--- src/usp_pkg.sv ---
/*
 Package for the USB suspend and transceiver power control block.
 Assumes a 32-bit classic Wishbone register bus, byte addressing.
*/
package usp_pkg;
  localparam int unsigned USP_AW = 4;
  localparam logic [3:0] USP_PWCTL_OFF = 4'h0;
  localparam int unsigned USP_WAKE_EN_BIT = 7;
  localparam int unsigned USP_RWAKE_BIT = 6;
  localparam int unsigned USP_XRST_BIT = 5;
  localparam int unsigned USP_SUSPX_BIT = 4;
  localparam int unsigned USP_XSUSP_BIT = 3;
  localparam logic USP_WAKE_EN_RST = 1'b0;
  localparam logic USP_RWAKE_RST = 1'b0;
  localparam logic USP_XRST_RST = 1'b1;
  localparam logic USP_XSUSP_RST = 1'b0;
  localparam logic USP_SUSPX_RST = 1'b1;
  localparam int unsigned USP_SYNC_STAGES = 2;
endpackage : usp_pkg

--- src/usp_power_ctrl.sv ---
/*
 Suspend, wakeup and transceiver power control with one Wishbone register.
 Assumes a classic Wishbone master, a USB core giving an active-low
 suspend level, and a transceiver with active-low reset.
*/
`timescale 1ns/10ps
`default_nettype none
module usp_power_ctrl (
  input wire logic clk_i,
  input wire logic rst_i,
  input wire logic ce_i,
  input wire logic wb_cyc_i,
  input wire logic wb_stb_i,
  input wire logic wb_we_i,
  input wire logic [usp_pkg::USP_AW-1:0] wb_adr_i,
  input wire logic [3:0] wb_sel_i,
  input wire logic [31:0] wb_dat_i,
  output logic [31:0] wb_dat_o,
  output logic wb_ack_o,
  output logic wb_err_o,
  input wire logic core_suspend_n_i,
  output logic core_remote_wake_o,
  output logic wake_interrupt_n_o,
  output logic transceiver_reset_output_o,
  output logic transceiver_suspend_output_n_o,
  output logic core_access_block_o
);
  import usp_pkg::*;

  logic wake_en_q;
  logic rwake_q;
  logic xrst_q;
  logic xsusp_q;
  logic xsusp_pin_n_q;
  logic suspx_s;
  logic suspx_prev_q;
  logic ack_q;
  logic err_q;
  logic [31:0] rdat_q;

  // Register and auto-clears see only the synchronised copy
  usp_sync #(.RST_VAL(USP_SUSPX_RST)) u_sync (
    .clk_i(clk_i),
    .rst_i(rst_i),
    .ce_i(ce_i),
    .d_i(core_suspend_n_i),
    .q_o(suspx_s)
  );

  wire req = wb_cyc_i && wb_stb_i && !ack_q && !err_q;
  wire hit = (wb_adr_i == USP_PWCTL_OFF);
  wire wr_lo = req && hit && wb_we_i && wb_sel_i[0];
  wire rd_ok = req && hit && !wb_we_i;
  // Resume is the rising edge of the synchronised status
  wire resume = suspx_s && !suspx_prev_q;

  // Write data fields; only byte lane 0 holds live bits
  wire wd_wake_en = wb_dat_i[USP_WAKE_EN_BIT];
  wire wd_rwake = wb_dat_i[USP_RWAKE_BIT];
  wire wd_xrst = wb_dat_i[USP_XRST_BIT];
  wire wd_xsusp = wb_dat_i[USP_XSUSP_BIT];

  // A remote wake makes sense only while the core is suspended
  wire rwake_set_ok = wr_lo && wd_rwake && !suspx_s;

  // Resume clears win over writes in the same cycle
  wire rwake_d = resume ? 1'b0 :
    rwake_set_ok ? 1'b1 : rwake_q;
  wire xsusp_d = resume ? 1'b0 :
    wr_lo ? wd_xsusp : xsusp_q;
  // No hardware path releases the transceiver reset bit
  wire xrst_d = wr_lo ? wd_xrst : xrst_q;
  wire wake_en_d = wr_lo ? wd_wake_en : wake_en_q;
  // Pin flop loads with the bit, so pin and bit never disagree
  wire xsusp_pin_n_d = !xsusp_d;

  // Unused positions read back as zero; bit 4 reads the synchronised status
  wire [31:0] rd_word = {24'h000000, wake_en_q, rwake_q, xrst_q,
    suspx_s, xsusp_q, 3'h0};

  // Bus answer next values
  wire ack_d = req && hit;
  wire err_d = req && !hit;
  wire [31:0] rdat_d = rd_ok ? rd_word : 32'h00000000;

  // One short process per bit keeps each hold path plain to see
  always_ff @(posedge clk_i) begin
    if (rst_i) begin
      wake_en_q <= USP_WAKE_EN_RST;
    end else if (ce_i) begin
      wake_en_q <= wake_en_d;
    end
  end

  always_ff @(posedge clk_i) begin
    if (rst_i) begin
      rwake_q <= USP_RWAKE_RST;
    end else if (ce_i) begin
      rwake_q <= rwake_d;
    end
  end

  always_ff @(posedge clk_i) begin
    if (rst_i) begin
      xrst_q <= USP_XRST_RST;
    end else if (ce_i) begin
      xrst_q <= xrst_d;
    end
  end

  always_ff @(posedge clk_i) begin
    if (rst_i) begin
      xsusp_q <= USP_XSUSP_RST;
    end else if (ce_i) begin
      xsusp_q <= xsusp_d;
    end
  end

  always_ff @(posedge clk_i) begin
    if (rst_i) begin
      xsusp_pin_n_q <= !USP_XSUSP_RST;
    end else if (ce_i) begin
      xsusp_pin_n_q <= xsusp_pin_n_d;
    end
  end

  always_ff @(posedge clk_i) begin
    if (rst_i) begin
      suspx_prev_q <= USP_SUSPX_RST;
    end else if (ce_i) begin
      suspx_prev_q <= suspx_s;
    end
  end

  // One-cycle answer; unmapped address gives err
  always_ff @(posedge clk_i) begin
    if (rst_i) begin
      ack_q <= 1'b0;
    end else if (ce_i) begin
      ack_q <= ack_d;
    end
  end

  always_ff @(posedge clk_i) begin
    if (rst_i) begin
      err_q <= 1'b0;
    end else if (ce_i) begin
      err_q <= err_d;
    end
  end

  // Data stays zero outside a read so stale values never leak
  always_ff @(posedge clk_i) begin
    if (rst_i) begin
      rdat_q <= 32'h00000000;
    end else if (ce_i) begin
      rdat_q <= rdat_d;
    end
  end

  assign wb_ack_o = ack_q;
  assign wb_err_o = err_q;
  assign wb_dat_o = rdat_q;
  assign core_remote_wake_o = rwake_q;
  assign transceiver_reset_output_o = !xrst_q;
  assign transceiver_suspend_output_n_o = xsusp_pin_n_q;
  assign core_access_block_o = xsusp_q;
  // Combinational so the wake reaches the chip even with the clock stopped
  assign wake_interrupt_n_o = !(wake_en_q && core_suspend_n_i);

  a_rwake_refused: assert property (@(posedge clk_i) disable iff (rst_i)
    ce_i && suspx_s && !rwake_q |=> !rwake_q)
    else $error("remote wake set while not suspended");
  a_rwake_cleared: assert property (@(posedge clk_i) disable iff (rst_i)
    ce_i && resume |=> !rwake_q)
    else $error("remote wake not cleared on resume");
  a_rwake_set: assert property (@(posedge clk_i) disable iff (rst_i)
    ce_i && wr_lo && wb_dat_i[USP_RWAKE_BIT] && !suspx_s && !resume |=> core_remote_wake_o)
    else $error("remote wake write lost");
  a_xrst_pin: assert property (@(posedge clk_i) disable iff (rst_i)
    ce_i && wr_lo |=> transceiver_reset_output_o == !$past(wb_dat_i[USP_XRST_BIT]))
    else $error("transceiver reset pin wrong");
  a_xsusp_pin: assert property (@(posedge clk_i) disable iff (rst_i)
    transceiver_suspend_output_n_o == !xsusp_q)
    else $error("transceiver suspend pin wrong");
  a_xsusp_cleared: assert property (@(posedge clk_i) disable iff (rst_i)
    ce_i && resume |=> !xsusp_q && !core_access_block_o)
    else $error("transceiver suspend not cleared");
  a_status_read: assert property (@(posedge clk_i) disable iff (rst_i)
    ce_i && rd_ok |=> wb_dat_o[USP_SUSPX_BIT] == $past(suspx_s))
    else $error("status bit read wrong");
  a_wake_gated: assert property (@(posedge clk_i) disable iff (rst_i)
    !wake_en_q |-> wake_interrupt_n_o)
    else $error("wake asserted while disabled");
  a_ack_one: assert property (@(posedge clk_i) disable iff (rst_i)
    ce_i && wb_ack_o |=> !wb_ack_o)
    else $error("ack held two cycles");

  // Bus handshake
  a_err_one: assert property (@(posedge clk_i) disable iff (rst_i)
    ce_i && wb_err_o |=> !wb_err_o)
    else $error("err held two cycles");

  a_ack_err_excl: assert property (@(posedge clk_i) disable iff (rst_i)
    !(wb_ack_o && wb_err_o))
    else $error("ack and err together");

  a_ack_follows: assert property (@(posedge clk_i) disable iff (rst_i)
    ce_i && req && hit |=> wb_ack_o)
    else $error("request not acknowledged");

  a_rdat_idle: assert property (@(posedge clk_i) disable iff (rst_i)
    ce_i && !rd_ok |=> wb_dat_o == 32'h00000000)
    else $error("read data not zero outside a read");

  a_sel_gate: assert property (@(posedge clk_i) disable iff (rst_i)
    ce_i && req && hit && wb_we_i && !wb_sel_i[0] |=> $stable(xrst_q) && $stable(wake_en_q))
    else $error("write without lane 0 landed");

  a_err_no_write: assert property (@(posedge clk_i) disable iff (rst_i)
    ce_i && req && !hit |=> $stable(xrst_q) && $stable(wake_en_q))
    else $error("unmapped write landed");

  // Clock enable
  a_freeze_state: assert property (@(posedge clk_i) disable iff (rst_i)
    !ce_i |=> $stable(wake_en_q) && $stable(rwake_q) && $stable(xrst_q) && $stable(xsusp_q))
    else $error("state moved with clock enable low");

  a_freeze_bus: assert property (@(posedge clk_i) disable iff (rst_i)
    !ce_i |=> $stable(wb_ack_o) && $stable(wb_err_o) && $stable(wb_dat_o))
    else $error("bus answer moved with clock enable low");

  // Status path
  a_status_sync: assert property (@(posedge clk_i) disable iff (rst_i)
    ce_i ##1 ce_i ##1 1'b1 |-> suspx_s == $past(core_suspend_n_i, 2))
    else $error("status not two flops behind input");

  a_spare_zero: assert property (@(posedge clk_i) disable iff (rst_i)
    ce_i && rd_ok |=> wb_dat_o[31:8] == 24'h000000 && wb_dat_o[2:0] == 3'h0)
    else $error("unused read bits not zero");

  // Wake and remote wake
  a_wake_low: assert property (@(posedge clk_i) disable iff (rst_i)
    wake_en_q && core_suspend_n_i |-> !wake_interrupt_n_o)
    else $error("wake not driven on resume");

  a_wake_idle: assert property (@(posedge clk_i) disable iff (rst_i)
    !core_suspend_n_i |-> wake_interrupt_n_o)
    else $error("wake driven while suspended");

  a_wake_en_read: assert property (@(posedge clk_i) disable iff (rst_i)
    ce_i && rd_ok |=> wb_dat_o[USP_WAKE_EN_BIT] == $past(wake_en_q))
    else $error("wake enable read wrong");

  a_rwake_write0: assert property (@(posedge clk_i) disable iff (rst_i)
    ce_i && wr_lo && !wd_rwake && !resume |=> rwake_q == $past(rwake_q))
    else $error("remote wake changed by a zero write");

  a_rwake_read: assert property (@(posedge clk_i) disable iff (rst_i)
    ce_i && rd_ok |=> wb_dat_o[USP_RWAKE_BIT] == $past(rwake_q))
    else $error("remote wake read wrong");

  // Transceiver pins
  a_xrst_hold: assert property (@(posedge clk_i) disable iff (rst_i)
    !(ce_i && wr_lo) |=> $stable(xrst_q))
    else $error("transceiver reset bit moved without a write");

  a_xrst_read: assert property (@(posedge clk_i) disable iff (rst_i)
    ce_i && rd_ok |=> wb_dat_o[USP_XRST_BIT] == $past(xrst_q))
    else $error("transceiver reset read wrong");

  a_xsusp_set: assert property (@(posedge clk_i) disable iff (rst_i)
    ce_i && wr_lo && wd_xsusp && !resume |=>
    !transceiver_suspend_output_n_o && core_access_block_o)
    else $error("transceiver suspend write lost");

  a_xsusp_write0: assert property (@(posedge clk_i) disable iff (rst_i)
    ce_i && wr_lo && !wd_xsusp |=>
    transceiver_suspend_output_n_o && !core_access_block_o)
    else $error("transceiver suspend not released");

  a_xsusp_read: assert property (@(posedge clk_i) disable iff (rst_i)
    ce_i && rd_ok |=> wb_dat_o[USP_XSUSP_BIT] == $past(xsusp_q))
    else $error("transceiver suspend read wrong");

  a_resume_pin: assert property (@(posedge clk_i) disable iff (rst_i)
    ce_i && resume |=> transceiver_suspend_output_n_o && !core_remote_wake_o)
    else $error("pins not released on resume");

  c_rwake: cover property (@(posedge clk_i) disable iff (rst_i) $rose(core_remote_wake_o));
  c_resume: cover property (@(posedge clk_i) disable iff (rst_i) resume && xsusp_q);
  c_wake: cover property (@(posedge clk_i) disable iff (rst_i) !wake_interrupt_n_o);
  c_err: cover property (@(posedge clk_i) disable iff (rst_i) wb_err_o);
  c_freeze: cover property (@(posedge clk_i) disable iff (rst_i) !ce_i && wb_cyc_i && wb_stb_i);
endmodule : usp_power_ctrl
`default_nettype wire

--- src/usp_sync.sv ---
/*
 Two-flop level synchroniser with a reset value.
 Assumes the input is a level from another timing domain.
*/
`timescale 1ns/10ps
`default_nettype none
module usp_sync #(
  parameter logic RST_VAL = 1'b0
) (
  input wire logic clk_i,
  input wire logic rst_i,
  input wire logic ce_i,
  input wire logic d_i,
  output logic q_o
);
  logic s1_q;
  logic s2_q;
  // First stage feeds only the second
  always_ff @(posedge clk_i) begin
    if (rst_i) begin
      s1_q <= RST_VAL;
      s2_q <= RST_VAL;
    end else if (ce_i) begin
      s1_q <= d_i;
      s2_q <= s1_q;
    end
  end
  assign q_o = s2_q;
endmodule : usp_sync
`default_nettype wire
--- config.mk ---
export PLATFORM = sky130hd
export DESIGN_NAME = usp_power_ctrl
export DESIGN_NICKNAME = d
export VERILOG_FILES = /design/src/usp_pkg.sv /design/src/usp_power_ctrl.sv /design/src/usp_sync.sv
export SDC_FILE = /design/constraint.sdc
export NUM_CORES = 1
export LEC_CHECK = 0
export BUFFER_PORTS_ARGS = -buffer_cell sky130_fd_sc_hd__buf_2
export CELL_PAD_IN_SITES_DETAIL_PLACEMENT = 2
export CELL_PAD_IN_SITES_GLOBAL_PLACEMENT = 2
export CORE_UTILIZATION = 19
export CTS_CLUSTER_SIZE = 40
export DETAILED_ROUTE_END_ITERATION = 10
export HOLD_SLACK_MARGIN = 0.03
export PLACE_DENSITY_LB_ADDON = 0.1
export RECOVER_POWER = 100
export SLEW_MARGIN = 20
export SYNTH_ARGS = -nofsm -noshare
export SYNTH_HDL_FRONTEND = slang
export SYNTH_HIERARCHICAL = 1
export SYNTH_SLANG_ARGS = --single-unit
--- constraint.sdc ---
create_clock -name clk_i -period 2.1 [get_ports clk_i]
set_input_delay 0.105 -clock clk_i [delete_from_list [all_inputs] [get_ports clk_i]]
set_output_delay 0.105 -clock clk_i [all_outputs]
set_load 0.05 [all_outputs]
# [Yosys cells after proc, flatten, opt, wreduce, memory -nomap -nowiden]
# Index checks and enable logic that the tools add are counted.
[totals] regBits=42 output_inout_bits=39 elab_cells=41
[op_classes] n_mux=5 reduce_logical=25
[ops] cell="1-bit logical AND" count=12
[ops] cell="1-bit zero test" count=9
[ops] cell="8-bit two-way mux" count=1
[ops] cell="4-bit zero test" count=1
[ops] cell="1-bit two-way mux" count=4
[ops] cell="2-bit AND reduction" count=2
[ops] cell="2-bit nonzero test" count=1

# [Logic depth before layout (Yosys ltp)]
# Gate-level depths: netlist of run 1.
[logic_depth] depth_word=10 mapped_depth=4 depth_no_buf=3

# [Hierarchy]
# The synthesis of run 1 kept the hierarchy.
[modules_own_cells] mod="usp_power_ctrl" n_inst=1 cells_each=92 area_per_inst_um2=819.5 seq_area_each_um2=260.2
[modules_own_cells] mod="usp_sync" n_inst=1 cells_each=6 area_per_inst_um2=70.1 seq_area_each_um2=40.0

# [Worst setup path after synthesis of run 1]
# No wires, ideal clock.
[synth_path] path_kind="register to register" from="register err_q (netlist: wb_err_o)" to="register rdat_q[5] (netlist: wb_dat_o[5])" setup_time_ns=0.096 arrival_ns=1.276 setup_slack_ns=0.729 path_stages_with_launch=5 path_buffers=1 cell_sequence="dfxtp_1 -> nor4bb_1 -> buf_2 -> nand3_2 -> o41ai_2"
[synth_between] elab_chain_len=5
[synth_lines] item="from (decl)" line_no="usp_power_ctrl.sv:38" source="logic err_q;"
[synth_lines] item="from (signal assigned)" line_no="usp_power_ctrl.sv:148" source="err_q <= err_d;"
[synth_lines] item="1-bit zero test" line_no="usp_power_ctrl.sv:50" source="wire req = wb_cyc_i && wb_stb_i && !ack_q && !err_q;"
[synth_lines] item="1-bit logical AND" line_no="usp_power_ctrl.sv:50"
[synth_lines] item="1-bit logical AND (2 in a row)" line_no="usp_power_ctrl.sv:53" source="wire rd_ok = req && hit && !wb_we_i;"
[synth_lines] item="8-bit two-way mux" line_no="usp_power_ctrl.sv:84" source="wire [31:0] rdat_d = rd_ok ? rd_word : 32'h00000000;"
[synth_lines] item="to (signal assigned)" line_no="usp_power_ctrl.sv:157" source="rdat_q <= rdat_d;"
[synth_lines] item="to (decl)" line_no="usp_power_ctrl.sv:39" source="logic [31:0] rdat_q;"
# No other way between the ends.
# A chain may end at the register's enable or synchronous reset.

# [Worst setup path after layout of run 1]
# Ends and elaborated chain as after synthesis.

==> impl_metrics.toml, run 1 <==
[outcome]
status = "completed"

[die]
core_area_mm2 = 0.00441
die_x_um = 70.4
die_area_mm2 = 0.00496
rows = 24
ios = 86
start_util_pct = 20.2
die_y_um = 70.4

[setup_path]
critical_path_class = "reg2reg"
arrival_ns = 1.74
worstReg2RegEnd = "wb_dat_o[5]$_SDFFE_PP0P_"
cp_max_fo = 7
rrSetupSlack_ns = 0.51
crit_path_end_kind = "flip-flop"
crit_path_start_kind = "flip-flop"
reg2reg_from = "wb_err_o$_SDFFE_PP0P_"
ff2ff_path_depth = 4
crit_required_ns = 2.25

[grt]
grt_pass1_wl_um = 3380
grt_max_degree = 21
grt_pass1_vias = 695
gr-total-overflow = 0
grt.total_usage_pct = 8.87
antenna_found_initial = 0

[detailed_routing]
vias_per_cell = 3.98
wirelength_um = 2150
wl_per_cell_um = 12.1
ant_nets = 0
drc = 0
route.vias.total = 709
detail_route.first_pass.iterations = 4
drtIter0Drc = 15

[timing]
tightest_slew_ns = 0.604
finalSetupTns_ns = 0
period_share_pct = 75.9
max_freq_mhz = 627
finalHoldViolCount = 0
hold_ws_ns = 0.0911
final-max-slew-violation-count = 0
finClkSkew_ns = 0.00172
rsz0062_at_grt = "false"
fin_crit_ns = 1.59
setup_violations = 0
fin_ws_ns = 0.505
slew_headroom_pct = 59.9

[synthesis]
synth.avg_cell_area_um2 = 9.08
yosysSeqAreaShare_pct = 33.8
ys_ff_latch = 15
ys_types = 29
synth_area_um2 = 890
ys_warn_count = 6
syn_inst = 98

[placed_design]
hpwl_um = 1640
place_area_um2 = 980
io_buffer_count = 27
dp_cells = 174
place_congestion = 0.634
dpl_worst_slack_ns = 0.784

[clock_tree]
clkTransAtPathRegs_ns = 0.07
postCtsSetupBuffers = 0
h-tree-depth = 1
cts-root-buf = "clkbuf_8"
postCtsHoldBufs = 0
cts-resized-gates = 0
clk-insertion-delay-late_ns = 0.25
clk_path_buf_depth = 2
cts_buffers = 3
cts_tree = "yes"
cts.sinks = 15

[final_layout]
final_common_cell = "conb_1"
final_cell_mix = "conb_1, dfxtp_1, buf_2"
regArea_um2 = 300
layout-drive-gt1-share_pct = 15.9
finalNetCount = 174
n_antenna_cell = 0
fin_area_um2 = 993
area_growth_pct = 11.7
nFillCells = 523
fin_util_pct = 22.5
stdcell_count = 178
multi_input_area_um2 = 437

[power_and_ir_drop]
p_leak_nw = 0.424
p_per_area_mw_per_mm2 = 713
total_power_mw = 0.709
ir_drop_mv = 0.225

[min_path]
min_path_type = "in2reg"
hold_end = "u_sync/s1_q$_SDFFE_PP1P_"
holdPathStages = 2
min_from = "core_suspend_n_i"

[run]
max_cap_viol_count = 0
[logic make-up (layout without fill, tap and decap cells)]
logic type / Yosys count / in the layout / synth area share, %
multiplexers: 3 / 3 / 3.38
flip-flops: 15 / 15 / 33.8
AO/OA/AOI/OAI: 14 / 14 / 13.5
buffers and inverters: 36 / 38 / 26.7
other: 1 / 27 / 0.422
AND/OR/NAND/NOR: 29 / 29 / 22.2
[sequential cells by signal, summed over array words and instances (netlist names)]
| signal | count |
|---|---|
| wb_dat_o | 5 |
| wake_en_q | 1 |
| wb_ack_o | 1 |
| u_sync/s1_q | 1 |
| suspx_prev_q | 1 |
| transceiver_suspend_output_n_o | 1 |
| core_access_block_o | 1 |
| core_remote_wake_o | 1 |
| xrst_q | 1 |
| u_sync/q_o | 1 |
| wb_err_o | 1 |
[layout make-up]
type / count / share of cell area (%)
multi-input combinational: 73 / 44.0
inverter: 6 / 2.27
tap: 52 / 6.55
sequential: 15 / 30.2
clock buffer: 4 / 4.53
timing repair buffer: 28 / 12.5
[worst max-delay path, cell delays in order (launching register included)]
cell,delay (ns)
dfxtp_1,0.33
nor4bb_1,0.30
clkbuf_1,0.31
nand3_1,0.26
o41ai_1,0.29
[routing by layer]
metal	track usage, %	up-vias	part of all wire [%]	wire [µm]
li1	-	340	-	-
met1	10.8	338	44	946
met2	14.8	29	49	1050
met3	1.44	2	5.7	122
met4	4.67	0	0.98	21
met5	0	-	0	0
[power breakdown]
group | total [mW] | switching (mW) | internal (mW)
Sequential | 0.293 | 0.00372 | 0.290
Clock | 0.248 | 0.113 | 0.135
Combinational | 0.168 | 0.142 | 0.0257
[worst max-delay path by stage]
stage,from,to,cells after the start
after floorplan,wb_err_o$_SDFFE_PP0P_,wb_dat_o[5]$_SDFFE_PP0P_,4
after global placement,wb_err_o$_SDFFE_PP0P_,wb_dat_o[5]$_SDFFE_PP0P_,4
after detailed placement,wb_err_o$_SDFFE_PP0P_,wb_dat_o[5]$_SDFFE_PP0P_,4
after CTS,wb_err_o$_SDFFE_PP0P_,wb_dat_o[5]$_SDFFE_PP0P_,4
after global routing,wb_err_o$_SDFFE_PP0P_,wb_dat_o[5]$_SDFFE_PP0P_,4
final,wb_err_o$_SDFFE_PP0P_,wb_dat_o[5]$_SDFFE_PP0P_,4
[Yosys cell counts]
library cell	instances	share of area (%)
buf_4	27	23
dfxtp_1	15	34
inv_1	6	2.5
nand3b_1	6	5.1
nand2_1	5	2.1
nor2b_1	5	3.5
o32ai_1	4	3.9
mux2i_1	3	3.4
nand2b_1	3	2.1
a211o_1	2	2.0
a21oi_1	2	1.1
clkbuf_1	2	0.84
nor2_1	2	0.84
a211oi_1	1	0.84
a21bo_2	1	1.1
a221oi_1	1	0.98
a31oi_1	1	0.70
a41oi_1	1	0.98
and3_1	1	0.70
and3b_1	1	0.98
buf_2	1	0.56
conb_1	1	0.42
nand3_1	1	0.56
nand3_2	1	1.1
nand4_1	1	0.70
nand4b_1	1	0.98
nor4_4	1	2.4
nor4bb_1	1	1.1
o41ai_2	1	1.8
No activity file was read; power rests on OpenSTA's default activity.
==> inputs of run 2 (changes only) <==
CORE_UTILIZATION = 17   (was 19)
clock period = 1.6 ns   (was 2.1 ns; I/O delays follow)
==> run 2 against run 1 <==
Worst setup slack worse by 0.23 ns. First-iteration DRC count is 40% lower. Wire length is 4.7% higher. Clock skew is 0.0032 ns higher. Global-route usage hardly changed. Via count is 0.42% higher. Non-clock buffer count stayed put. Clock-buffer cell count is 1 lower. Design area is 3.7% higher. Critical endpoint unchanged. Largest power group unchanged.
==> impl_metrics.toml, run 2 (synthesized netlist as in run 1, its figures left out) <==
[placed_design]
place_congestion = 0.683
place_area_um2 = 998
io_buffer_count = 27
dp_cells = 189
hpwl_um = 1770

[power_and_ir_drop]
ir_drop_mv = 0.320
p_per_area_mw_per_mm2 = 891
p_leak_nw = 0.437
total_power_mw = 0.917

[final_layout]
n_antenna_cell = 0
area_growth_pct = 15.8
layout-drive-gt1-share_pct = 19.0
fin_area_mm2 = 0.00103
largest_reg_flops = 5
final_cell_mix = "conb_1, dfxtp_1, buf_2"
final_common_cell = "conb_1"
stdcell_count = 193
finalNetCount = 174

[timing]
tightest_slew_ns = 0.625
final-max-slew-violation-count = 0
rsz0062_at_grt = "false"
finalHoldViolCount = 0
setup_violations = 0
period_share_pct = 83.0
finClkSkew_ns = 0.00491
fin_crit_ns = 1.33
finalSetupTns_ns = 0
slew_headroom_pct = 58.5
max_freq_mhz = 753

[clock_tree]
clkTransAtPathRegs_ns = 0.07
h-tree-depth = 1
clk_path_buf_depth = 2
cts-resized-gates = 0
cts_tree = "yes"
postCtsHoldBufs = 0
postCtsSetupBuffers = 0
cts_buffers = 3
clk-insertion-delay-late_ns = 0.25
cts-root-buf = "clkbuf_8"
cts.sinks = 15

[detailed_routing]
wl_per_cell_um = 11.6
route.vias.total = 712
drtIter0Drc = 9
drc = 0
vias_per_cell = 3.69
wirelength_um = 2250
ant_nets = 0
detail_route.first_pass.iterations = 3

[setup_path]
slowest_delay_ns = 0.33
crit_path_end_kind = "flip-flop"
path_delay_family = "simple AND/OR/NAND/NOR gates"
arrival_ns = 1.48
crit_path_start_kind = "flip-flop"
worstPathCellList = "nor4bb_1 > buf_4 > nand3_2 > o41ai_2"
crit_required_ns = 1.76
cp_max_fo = 7
path_buf_inv = 1
crit_slowest_cell = "dfxtp_1"
critical_path_class = "reg2reg"

[die]
rows = 25
start_util_pct = 18.2
die_x_um = 74.3
die_y_um = 74.3
die_area_mm2 = 0.00553
core_area_mm2 = 0.00488
ios = 86

[grt]
grt.total_usage_pct = 8.85
antenna_found_initial = 0
grt_pass1_vias = 712
grt_pass1_wl_um = 3620
grt_max_degree = 21
gr-total-overflow = 0

[outcome]
status = "completed"

[min_path]
min_path_type = "in2reg"

[run]
max_cap_viol_count = 0
-- run 2: cell types whose count changed in the layout (fill, tap and decap cells not counted), sizes merged --
cell,delta
clkinv,+1
clkbuf,-2
buf,+1
-- run 2: final cells by class --
| type | instances | area (µm²) |
|---|---|---|
| Clock inverter | 1 | 5.00 |
| Inverter | 6 | 22.5 |
| Tap cell | 67 | 83.8 |
| Timing Repair Buffer | 28 | 128 |
| Sequential cell | 15 | 300 |
| Clock buffer | 3 | 41.3 |
| Multi-Input combinational cell | 73 | 449 |
| Fill cell | 606 | 3850 |
-- run 2: metal layers --
| layer | part of all wire (%) | wire length, µm | track usage [%] | up-vias |
|---|---|---|---|---|
| li1 | - | - | - | 340 |
| met1 | 43 | 964 | 11.0 | 340 |
| met2 | 49 | 1110 | 14.6 | 30 |
| met3 | 7.0 | 157 | 3.25 | 2 |
| met4 | 0.58 | 13 | 1.89 | 0 |
| met5 | 0 | 0 | 0 | - |
-- run 2: stage by stage --
step	hold slack, ns	utilization (%)	setup WS, ns
floorplan	0.179	-	0.229
global route	0.0789	21.1	0.156
detailed placement	0.311	20.5	0.294
CTS	0.0509	21.4	0.236
global placement	0.307	20.5	0.329
finish	0.0580	21.1	0.272
-- run 2: worst register-to-register path, stage by stage (launching register included) --
cell and delay [ns]:
dfxtp_1 0.33, nor4bb_1 0.30, buf_4 0.22, nand3_2 0.16
o41ai_2 0.24
-- run 2: worst paths after layout --
| path | slack (ns) | end | cells after the start | start |
|---|---|---|---|---|
| max | 0.27 | wb_dat_o[5]$_SDFFE_PP0P_ | 4 | wb_err_o$_SDFFE_PP0P_ |
| max reg2reg | 0.27 | wb_dat_o[5]$_SDFFE_PP0P_ | 4 | wb_err_o$_SDFFE_PP0P_ |
| min reg2reg | 0.45 | u_sync/q_o$_SDFFE_PP1P_ | 1 | u_sync/s1_q$_SDFFE_PP1P_ |
| min | 0.06 | u_sync/s1_q$_SDFFE_PP1P_ | 2 | core_suspend_n_i |
-- run 2: power breakdown --
part,leakage [nW],internal (mW),switching [mW]
logic,0.290,0.0350,0.190
clock network,0.0255,0.172,0.135
registers,0.122,0.380,0.00499
==> inputs of run 3 (changes only) <==
ABC_AREA = 1   (was unset)
CORE_UTILIZATION = 16   (was 17)
clock period = 1.25 ns   (was 1.6 ns; I/O delays follow)
==> run 3 against run 2 <==
Clock skew shrank 0.0040 ns. Clock-buffer cell count rose by 1. Register-to-register slack worse by 0.13 ns. Synthesized cell count rose by 19%. Combinational power grew 38%.
==> impl_metrics.toml, run 3 <==
[synthesis]
synthTopCellsByArea = "dfxtp_1, buf_4, nand2_1"
synth_edf_count = 0
yosys.area.top_type_share_pct = 34.4
ys_types = 18
ys_warn_count = 6
yosysSeqAreaShare_pct = 34.4
synth.avg_cell_area_um2 = 7.46
ys.flop_type = "dfxtp_1"
syn_inst = 117
synth.most_common_cell = "buf_4"
async_reset_ff_share_pct = 0
ys_ff_latch = 15
synth_common_cells = "buf_4, nand2_1, dfxtp_1"
synth_area_um2 = 873
yosysTopAreaCell = "dfxtp_1"

[clock_tree]
cts_tree = "yes"
cts-root-buf = "clkbuf_8"
clk-insertion-delay-late_ns = 0.24
cts_buffers = 3
clkTransAtPathRegs_ns = 0.06
h-tree-depth = 1
cts.sinks = 15
clk_path_buf_depth = 2

[final_layout]
stdcell_count = 217
finalNetCount = 195
layout-drive-gt1-share_pct = 25.2
largest_reg_flops = 5
area_growth_pct = 19.6
final_common_cell = "conb_1"
n_antenna_cell = 0
fin_util_pct = 20.2
nFillCells = 633
final_cell_mix = "conb_1, nand2_1, buf_2"

[grt]
gr-total-overflow = 0
top_usage_layer = "met2"
antenna_found_initial = 0
grt_max_degree = 18
grt_pass1_wl_um = 3430
grt_pass1_vias = 759
gr-usage-met3_pct = 1.59
use_met1_pct = 8.73
grt.total_usage_pct = 8.22
grtUsageMet2_pct = 15.2

[setup_path]
crit_slowest_cell = "dfxtp_2"
crit_required_ns = 1.43
rrSetupSlack_ns = 0.14
cp_max_fo = 5
crit_path_end_kind = "flip-flop"
crit_path_start_kind = "flip-flop"
arrival_ns = 1.29
slowest_delay_ns = 0.34
critical_path_class = "reg2reg"
worstPathCellList = "nor2_4 > nand2_4 > nor2_2 > nand4_1 > a21oi_1"

[power_and_ir_drop]
p_leak_nw = 0.526
ir_drop_mv = 0.249
switching_power_mw = 0.450
p_per_area_mw_per_mm2 = 1160
seq_power_share_pct = 41.6
sw_frac_of_total_pct = 37.2
pwr-share-clk_pct = 32.8
total_power_mw = 1.21
combPwrFrac_pct = 25.6
p_int_mw = 0.760

[detailed_routing]
drtIter0Drc = 24
drc = 0
ant_nets = 0
wirelength_um = 2380
wl_per_cell_um = 11.0
route.vias.total = 766
vias_per_cell = 3.53
detail_route.first_pass.iterations = 3

[min_path]
min_path_type = "in2reg"

[timing]
setup_violations = 0
rsz0062_at_grt = "false"
fin_crit_ns = 1.11
period_share_pct = 88.9
max_freq_mhz = 900
fin_ws_ns = 0.139
finClkSkew_ns = 0.000929
slew_headroom_pct = 60.3
finalSetupTns_ns = 0
tightest_slew_ns = 0.598
final-max-slew-violation-count = 0
finalHoldViolCount = 0

[die]
ios = 86
die_y_um = 75.9
die_x_um = 75.9
core_area_mm2 = 0.00517
start_util_pct = 16.9
die_area_mm2 = 0.00576
rows = 26

[placed_design]
dpl_worst_slack_ns = 0.0902
dp_cells = 212
io_buffer_count = 27
place_congestion = 0.661

[run]
max_cap_viol_count = 0

[outcome]
status = "completed"
-- run 3: cell types whose count changed in the layout (fill, tap and decap cells not counted), moves of 6 or more --
| cell | delta |
|---|---|
| a21oi_1 | +8 |
| clkbuf_1 | -7 |
| clkbuf_2 | +8 |
| nand2_1 | +17 |
| nand3b_1 | -6 |
| nand4_1 | +6 |
-- run 3: timing repair --
action,4_1_cts,5_1_grt
endpoints found under the setup margin,0,2
hold buffers,0,0
resized for setup,0,2
setup buffers,0,0
-- run 3: routing by layer --
layer  up-vias  wire length (µm)
met5         -                 0
met4         0                34
met3         2               130
met2        27              1260
met1       359               962
li1        378                 -
-- run 3: final cells by class --
cell class / instances / area, µm² / share of cell area (%)
multi-input combinational: 88 / 428 / 41.0
sequential: 15 / 302 / 28.9
timing repair buffer: 28 / 138 / 13.2
tap: 70 / 87.6 / 8.38
clock buffer: 4 / 45.0 / 4.31
inverter: 12 / 45.0 / 4.31
-- run 3: logic make-up (layout without fill, tap and decap cells) --
kind of cell	count (synthesis)	count (layout)	share of synthesized area, %
and+or+nand+nor	48	49	28.9
buffers and inverters	41	44	29.4
DFF	15	15	34.4
AOI/OAI and AO/OA	12	12	6.88
other	1	27	0.429
-- run 3: worst paths after layout --
kind / to / from / depth (start not counted)
worst max-delay path: wb_dat_o[5]$_SDFFE_PP0P_ / wb_err_o$_SDFFE_PP0P_ / 5
worst min-delay path: wake_en_q$_SDFFE_PP0P_ / wb_dat_i[7] / 3
worst min register to register: wb_dat_o[6]$_SDFFE_PP0P_ / wb_dat_o[6]$_SDFFE_PP0P_ / 2
worst max register to register: wb_dat_o[5]$_SDFFE_PP0P_ / wb_err_o$_SDFFE_PP0P_ / 5
-- run 3: critical path, delay by kind of cell, from the launching register on --
| family | cells | cell delay [ns] |
|---|---|---|
| flops | 1 | 0.34 |
| compound gates | 1 | 0.14 |
| simple gates | 4 | 0.56 |
-- run 3: stage by stage --
| stage | hold slack (ns) | area (µm²) |
|---|---|---|
| 4_1_cts | 0.0397 | 1040 |
| 3_5_place_dp | 0.301 | 991 |
| 3_3_place_gp | 0.299 | 991 |
| 6_report | 0.0440 | 1040 |
| 2_1_floorplan | 0.182 | 972 |
| 5_1_grt | 0.0708 | 1040 |
-- run 3: power groups by stage --
stage | registers, mW | clock network (mW) | logic [mW]
final | 0.503 | 0.397 | 0.310
after floorplan | 0.532 | 0 | 0.297
after CTS | 0.502 | 0.422 | 0.307
after global routing | 0.504 | 0.442 | 0.331
after detailed placement | 0.513 | 0 | 0.307
after global placement | 0.513 | 0 | 0.304
